--- src/inc/pid_map.svh ---
// Bus widths, field positions, reset values and codes of the identity register block
`ifndef PID_MAP_SVH
`define PID_MAP_SVH

// ****************************************************************
// Bus widths
// ****************************************************************
`define PID_LINE_W         16
`define PID_ADDR_UPPER_W   7

// ****************************************************************
// Register select codes
// ****************************************************************
`define PID_SEL_LSB        2
`define PID_SEL_MSB        3
`define PID_SEL_IDENTITY   2'h1
`define PID_SW_SEL_IDENTITY 16'h0002

// ****************************************************************
// Identity word field positions
// ****************************************************************
`define PID_ROW_POS        15
`define PID_VER_LSB        11
`define PID_VER_MSB        14
`define PID_DEN_LSB        8
`define PID_DEN_MSB        10
`define PID_GEN_LSB        5
`define PID_GEN_MSB        7
`define PID_VEN_LSB        0
`define PID_VEN_MSB        4

// ****************************************************************
// Identity word field values
// ****************************************************************
`define PID_ROW_256        1'h1
`define PID_VER_FIRST      4'h0
`define PID_VER_SECOND     4'h1
`define PID_DEN_128MB      3'h3

// ****************************************************************
// Reset values
// ****************************************************************
`define PID_LINE_RESET     16'h0000
`define PID_ADDR_RESET     7'h00

`endif

--- src/inc/pid_pkg.sv ---
// Types shared by the identity register block
`include "pid_map.svh"

package pid_pkg;

    // ****************************************************************
    // Memory interface pins as seen by the device
    // ****************************************************************
    typedef struct packed {
        logic                          ceN;        // Chip enable, active low
        logic                          advN;       // Address valid, active low
        logic                          oeN;        // Output enable, active low
        logic                          weN;        // Write enable, active low
        logic                          configRegisterEnablePin; // Config enable, high
        logic [`PID_ADDR_UPPER_W-1:0]  addrUpper;               // Upper address, bit 0 is A16
        logic [`PID_LINE_W-1:0]        muxedAddrDataLines;      // Muxed address/data in
    } pid_pins_t;

    // ****************************************************************
    // Software access sequence progress
    // ****************************************************************
    typedef enum logic [1:0] {
        SEQ_IDLE,
        SEQ_READ1,
        SEQ_READ2,
        SEQ_ARMED
    } pid_seq_t;

    // ****************************************************************
    // Whole state of the block
    // ****************************************************************
    typedef struct packed {
        pid_pins_t               s1;        // Synchroniser stage one
        pid_pins_t               s2;        // Synchroniser stage two
        pid_pins_t               s3;        // Synchroniser stage three
        pid_pins_t               q;         // Qualified pin levels
        logic                    cfgOn;     // Latched config enable
        logic                    cfgHit;    // Latched select code is identity
        logic                    isMax;     // Latched address is all ones
        logic                    wrSeen;    // Current access is a write
        logic [`PID_LINE_W-1:0]  wrData;    // Last write data of the access
        pid_seq_t                seq;       // Software sequence step
        logic [`PID_LINE_W-1:0]  lineOut;   // Read data driven out
        logic                    lineOe;    // Read data enable
    } pid_state_t;

endpackage

--- src/rtl/pid_device_identity_register.sv ---
// Read-only device identity register behind the muxed memory pins
`timescale 1ns/100ps
`default_nettype none
`include "pid_map.svh"

module pid_device_identity_register #(
    parameter logic [3:0] VERSION    = `PID_VER_FIRST,   // Device version field
    parameter logic [2:0] GENERATION = 3'h5,             // Arbitrary value
    parameter logic [4:0] VENDOR     = 5'h0b             // Arbitrary value
) (
    input  wire logic                     clock,      // 100 MHz clock
    input  wire logic                     rst_n,      // Async reset, active low
    input  wire pid_pkg::pid_pins_t       pins,       // Memory pins, asynchronous
    output var  logic [`PID_LINE_W-1:0]   lineOut,    // Muxed lines, read data
    output var  logic                     lineOe,     // Muxed lines driven, high
    output var  logic                     seqArmed    // Software sequence armed
);
    import pid_pkg::*;

    // ****************************************************************
    // Parameter checks
    // ****************************************************************
    if (VERSION != `PID_VER_FIRST && VERSION != `PID_VER_SECOND) begin : gVerChk
        $error("VERSION must be first or second");
    end

    // ****************************************************************
    // Constants
    // ****************************************************************
    // Idle level of the pins: chip deselected, strobes high
    localparam pid_pins_t PINS_IDLE = '{
        ceN:       1'b1,
        advN:      1'b1,
        oeN:       1'b1,
        weN:       1'b1,
        configRegisterEnablePin: 1'b0,
        addrUpper:               `PID_ADDR_RESET,
        muxedAddrDataLines:      `PID_LINE_RESET
    };

    localparam pid_state_t ST_RESET = '{
        s1:     PINS_IDLE,
        s2:     PINS_IDLE,
        s3:     PINS_IDLE,
        q:      PINS_IDLE,
        cfgOn:   1'b0,
        cfgHit:  1'b0,
        isMax:   1'b0,
        wrSeen:  1'b0,
        wrData:  `PID_LINE_RESET,
        seq:     SEQ_IDLE,
        lineOut: `PID_LINE_RESET,
        lineOe:  1'b0
    };

    localparam int PW = $bits(pid_pins_t);

    // ****************************************************************
    // Identity word
    // ****************************************************************
    logic [`PID_LINE_W-1:0] idWord;

    // Fixed content; nothing on the bus ever reaches these bits
    always_comb begin
        idWord = `PID_LINE_RESET;
        idWord[`PID_ROW_POS]               = `PID_ROW_256;
        idWord[`PID_VER_MSB:`PID_VER_LSB]  = VERSION;
        idWord[`PID_DEN_MSB:`PID_DEN_LSB]  = `PID_DEN_128MB;
        idWord[`PID_GEN_MSB:`PID_GEN_LSB]  = GENERATION;
        idWord[`PID_VEN_MSB:`PID_VEN_LSB]  = VENDOR;
    end

    // ****************************************************************
    // State update
    // ****************************************************************
    pid_state_t       st;
    pid_state_t       next_st;
    logic [PW-1:0]    s2Vec;
    logic [PW-1:0]    s3Vec;
    logic [PW-1:0]    qVec;
    logic [PW-1:0]    diffVec;
    pid_pins_t        nq;
    logic             accStart;
    logic             accEnd;
    logic             idSel;

    // Pin qualification: a bit moves only once stages two and three agree,
    // so a single glitch sampled by stage one never reaches the logic
    always_comb begin
        s2Vec   = st.s2;
        s3Vec   = st.s3;
        qVec    = st.q;
        diffVec = s2Vec ^ s3Vec;
        nq      = pid_pins_t'((s2Vec & ~diffVec) | (qVec & diffVec));
    end

    always_comb begin
        next_st    = st;
        next_st.s1 = pins;
        next_st.s2 = st.s1;
        next_st.s3 = st.s2;
        next_st.q  = nq;
        accStart   = st.q.ceN && !nq.ceN;
        accEnd     = !st.q.ceN && nq.ceN;

        // A new access forgets the previous write and selection
        if (accStart) begin
            next_st.wrSeen = 1'b0;
            next_st.cfgOn  = 1'b0;
            next_st.cfgHit = 1'b0;
            next_st.isMax  = 1'b0;
        end

        // Address phase: latch select and top-address flag while ADV is low
        if (!nq.ceN && !nq.advN) begin
            next_st.cfgOn  = nq.configRegisterEnablePin;
            next_st.cfgHit = nq.configRegisterEnablePin &&
                (nq.addrUpper[`PID_SEL_MSB:`PID_SEL_LSB] == `PID_SEL_IDENTITY);
            next_st.isMax  = (&nq.addrUpper) && (&nq.muxedAddrDataLines);
        end

        // Write phase: keep the data only for the sequence selector
        if (!nq.ceN && nq.advN && !nq.weN) begin
            next_st.wrSeen = 1'b1;
            next_st.wrData = nq.muxedAddrDataLines;
        end

        // Sequence advances when an access closes; config-pin accesses break it
        if (accEnd) begin
            if (st.cfgOn) begin
                next_st.seq = SEQ_IDLE;
            end else begin
                unique case (st.seq)
                    SEQ_IDLE: begin
                        next_st.seq = (st.isMax && !st.wrSeen) ? SEQ_READ1 : SEQ_IDLE;
                    end
                    SEQ_READ1: begin
                        next_st.seq = (st.isMax && !st.wrSeen) ? SEQ_READ2 : SEQ_IDLE;
                    end
                    SEQ_READ2: begin
                        // Third cycle carries the register selector
                        next_st.seq = (st.isMax && st.wrSeen &&
                            st.wrData == `PID_SW_SEL_IDENTITY) ? SEQ_ARMED : SEQ_IDLE;
                    end
                    SEQ_ARMED: begin
                        // Armed access has completed; writes to it were dropped
                        next_st.seq = SEQ_IDLE;
                    end
                endcase
            end
        end

        // Config pin takes priority over an armed sequence
        idSel = next_st.cfgOn ? next_st.cfgHit : (next_st.seq == SEQ_ARMED);

        // Read phase: drive only with OE low and WE high after the address phase
        next_st.lineOe  = !nq.ceN && nq.advN && !nq.oeN && nq.weN && idSel;
        next_st.lineOut = next_st.lineOe ? idWord : `PID_LINE_RESET;
    end

    // State register
    always_ff @(posedge clock or negedge rst_n) begin
        if (!rst_n) begin
            st <= ST_RESET;
        end else begin
            st <= next_st;
        end
    end

    // ****************************************************************
    // Outputs
    // ****************************************************************
    // lineOut and lineOe come straight from the state register; seqArmed is decoded from st.seq
    assign lineOut  = st.lineOut;
    assign lineOe   = st.lineOe;
    assign seqArmed = (st.seq == SEQ_ARMED);

endmodule

`default_nettype wire

--- config.mk ---
export PLATFORM = sky130hd
export DESIGN_NAME = pid_device_identity_register
export DESIGN_NICKNAME = d
export VERILOG_FILES = /design/src/inc/pid_pkg.sv /design/src/rtl/pid_device_identity_register.sv
export VERILOG_INCLUDE_DIRS = /design/src /design/src/inc
export SDC_FILE = /design/constraint.sdc
export NUM_CORES = 1
export LEC_CHECK = 0
export BUFFER_PORTS_ARGS = -buffer_cell sky130_fd_sc_hd__buf_2
export CAP_MARGIN = 25
export CORE_MARGIN = 2
export CORE_UTILIZATION = 57
export CTS_CLUSTER_SIZE = 24
export DETAILED_ROUTE_END_ITERATION = 12
export PLACE_DENSITY_LB_ADDON = 0.25
export SLEW_MARGIN = 25
export SYNTH_ARGS = -nofsm -noshare
export SYNTH_HDL_FRONTEND = slang
export SYNTH_SLANG_ARGS = --single-unit
--- constraint.sdc ---
create_clock -name clock -period 2.3 [get_ports clock]
set_input_delay 0.345 -clock clock [delete_from_list [all_inputs] [get_ports clock]]
set_output_delay 0.345 -clock clock [all_outputs]
set_load 0.1 [all_outputs]
==> impl_metrics.env <==
export IMPL_synth_edf_count=0
export IMPL_grt_antenna_before_repair=0
export IMPL_synth_top_area_share_pct=68.9
export IMPL_drv_slew=0
export IMPL_ctsResizeCount=0
export IMPL_start_kind="flip-flop"
export IMPL_crit_path_start="st[17]"
export IMPL_setup_tns_ns=0
export IMPL_vias_per_cell=4.78
export IMPL_path_max_fanout=5
export IMPL_grt_start_max_net_pins=43
export IMPL_cts_sinks=135
export IMPL_power_switching_mw=1.37
export IMPL_r2r_cells=4
export IMPL_io_pin_count=48
export IMPL_synth_warnings=0
export IMPL_clkLatencyLatePin_ns=0.51
export IMPL_pwr_share_comb_pct=8.2
export IMPL_ys_types=29
export IMPL_drt_wl_total_um=6340
export IMPL_drc_errors=0
export IMPL_min_path_type="in -> async"
export IMPL_drtAntennaViolNets=0
export IMPL_critical_path_class="reg -> out"
export IMPL_synth_area_mm2=0.00432
export IMPL_ys_top_cells_by_count="dfrtp_1 (119), maj3_1 (26), buf_4 (16), dfstp_2 (16), mux2_4 (9)"
export IMPL_cts_hold_buf=29
export IMPL_drive_gt1_share_pct=33.9
export IMPL_cts_tree="built"
export IMPL_finalNetCount=353
export IMPL_fp_dieW_um=91.1
export IMPL_gr_total_overflow=0
export IMPL_final_hold_viol_count=0
export IMPL_internal_power_mw=4.56
export IMPL_grt_pass1_wl_um=11100
export IMPL_clock_path_buffers=2
export IMPL_vias=2079
export IMPL_synth_seq_area_share_pct=78.6
export IMPL_clockRootBuffer="clkbuf_8"
export IMPL_clkPwrFrac_pct=45.3
export IMPL_post_cts_buffers=0
export IMPL_yosys_register_bits=135
export IMPL_cts_htree_levels=4
export IMPL_area_growth_syn_to_layout_pct=26.7
export IMPL_wl_per_cell_um=14.6
export IMPL_gp_congestion=0.764
export IMPL_synthArstFlopShare_pct=100
export IMPL_synth_main_ff_cell="dfrtp_1"
export IMPL_dieArea_mm2=0.00830
export IMPL_finalClockSkew_ns=0.00680
export IMPL_rsz0062_at_grt="no"
export IMPL_reg2reg_from="next_st[93]"
export IMPL_place_hpwl_um=3690
export IMPL_yosys_area_top_type="dfrtp_1"
export IMPL_grt_total_usage_pct=18.1
export IMPL_grt_pass1_vias=2239
export IMPL_r2r_slack_ns=0.52
export IMPL_drtIter0Drc=79
export IMPL_synth_cells=242
export IMPL_yosysMostFrequentCell="dfrtp_1"
export IMPL_max_vdd_ir_drop_uv=1030
export IMPL_final_min_clock_period_ns=1.84
export IMPL_leakagePower_nw=2.44
export IMPL_setup_viol=0
export IMPL_status="finished clean"
export IMPL_cp_end_kind="output port"
export IMPL_r2r_end="st[19]"
export IMPL_fin_crit_sh_pct=80.1
export IMPL_maxCapViolCount=0
export IMPL_postPlaceCellArea_mm2=0.00459
export IMPL_path_clk_slew_ns=0.06
export IMPL_fillers=462
export IMPL_fin_area_mm2=0.00548
export IMPL_fmaxAchievable_ghz=0.543
export IMPL_num_antenna_cells=0
export IMPL_power_density_mw_per_mm2=1080
export IMPL_cts_buffers=17
export IMPL_syn_area_per_cell_um2=17.9
export IMPL_floorplan_die_height_um=91.1
export IMPL_dr_pass1_iters=4
export IMPL_cp_required_ns=1.96
export IMPL_p_seq_share_pct=46.4
export IMPL_swShare_pct=23.1
export IMPL_cp_endpoint="seqArmed"
export IMPL_synth_area_top_cells="dfrtp_1 (69%), dfstp_2 (9.7%), maj3_1 (6.0%)"
export IMPL_port_buffers=39
export IMPL_num_rows=31
export IMPL_crit_arrival_ns=1.50
export IMPL_initial_core_util_pct=59.3
export IMPL_core_mm2=0.00729
[area by class of cell]
cell class	count	area (um2)	share of cell area, %
clock inverter	14	175	3.20
inverter	2	7.51	0.137
timing repair buffer	72	543	9.91
sequential	135	3400	62.0
clock buffer	18	428	7.81
tap	99	124	2.26
multi-input combinational	95	803	14.7
[critical path: stages, from the launching register on]
cell and delay, ns:
dfrtp_1 0.40, and2_1 0.16, buf_2 0.43
[routing by layer]
metal / global-route usage [%] / part of all wire (%)
met1: 24.2 / 46
met2: 26.0 / 48
met3: 8.13 / 4.3
met4: 7.70 / 1.5
met5: 0 / 0
[power by group through the flow]
stage / combinational, mW / sequential (mW) / clock (mW)
floorplan: 0.349 / 2.75 / 0
global placement: 0.437 / 2.78 / 0
detailed placement: 0.454 / 2.79 / 0
CTS: 0.496 / 2.75 / 2.74
global route: 0.533 / 2.78 / 2.88
finish: 0.488 / 2.75 / 2.69
[kinds of logic after synthesis]
| kind of cell | after synthesis | share of synthesized area (%) |
|---|---|---|
| AND/OR/NAND/NOR | 33 | 4.52 |
| other | 1 | 0.0867 |
| flip-flops | 135 | 78.6 |
| adder cells (fa/ha/maj) | 28 | 6.54 |
| buffers and inverters | 19 | 3.42 |
| AO/OA/AOI/OAI | 10 | 1.88 |
| multiplexers | 16 | 4.95 |
[stage by stage]
step	total power [mW]	util [%]	cells	hold WS, ns	worst slack (ns)
2_1_floorplan	3.10	-	249	0.0494	0.515
3_5_place_dp	3.24	62.9	374	0.316	0.534
5_1_grt	6.19	75.1	435	0.322	0.393
6_report	5.93	75.1	435	0.323	0.458
3_3_place_gp	3.22	62.9	374	0.314	0.583
4_1_cts	5.99	75.1	435	0.308	0.433
[flip-flops by register name, indices dropped and copies added, names as in the netlist]
| name | cells |
|---|---|
| qVec | 28 |
| next_st | 56 |
| s3Vec | 28 |
| st | 22 |
| lineOut | 1 |
[placed cells by master, fill, tap and decap left out, types with 2 or more instances in the layout]
master,n
nor4_1,3
o21ai_0,2
maj3_2,2
bufinv_16,3
mux2_2,7
a22o_1,2
nand3_1,3
or4_1,2
dlygate4sd3_1,29
clkbuf_8,2
inv_6,2
nand2_1,8
buf_4,3
mux2_4,9
dfrtp_1,119
clkinv_2,2
buf_2,38
clkinv_4,4
maj3_1,26
clkinvlp_4,3
inv_1,2
nand4_1,6
dfstp_2,16
a21o_2,2
nor2_1,5
conb_1,8
clkbuf_16,16
buf_12,2
[worst min path at each step]
stage / slack (ns) / cells after the start / end / start
6_report: 0.32 / 2 / next_st[72] / rst_n
3_5_place_dp: 0.32 / 1 / s3Vec[2] / rst_n
5_1_grt: 0.32 / 2 / next_st[97] / rst_n
3_3_place_gp: 0.31 / 1 / next_st[98] / rst_n
2_1_floorplan: 0.05 / 0 / lineOut[9] / rst_n
4_1_cts: 0.31 / 2 / next_st[70] / rst_n
Note: power is estimated with default switching activity, not from simulation.
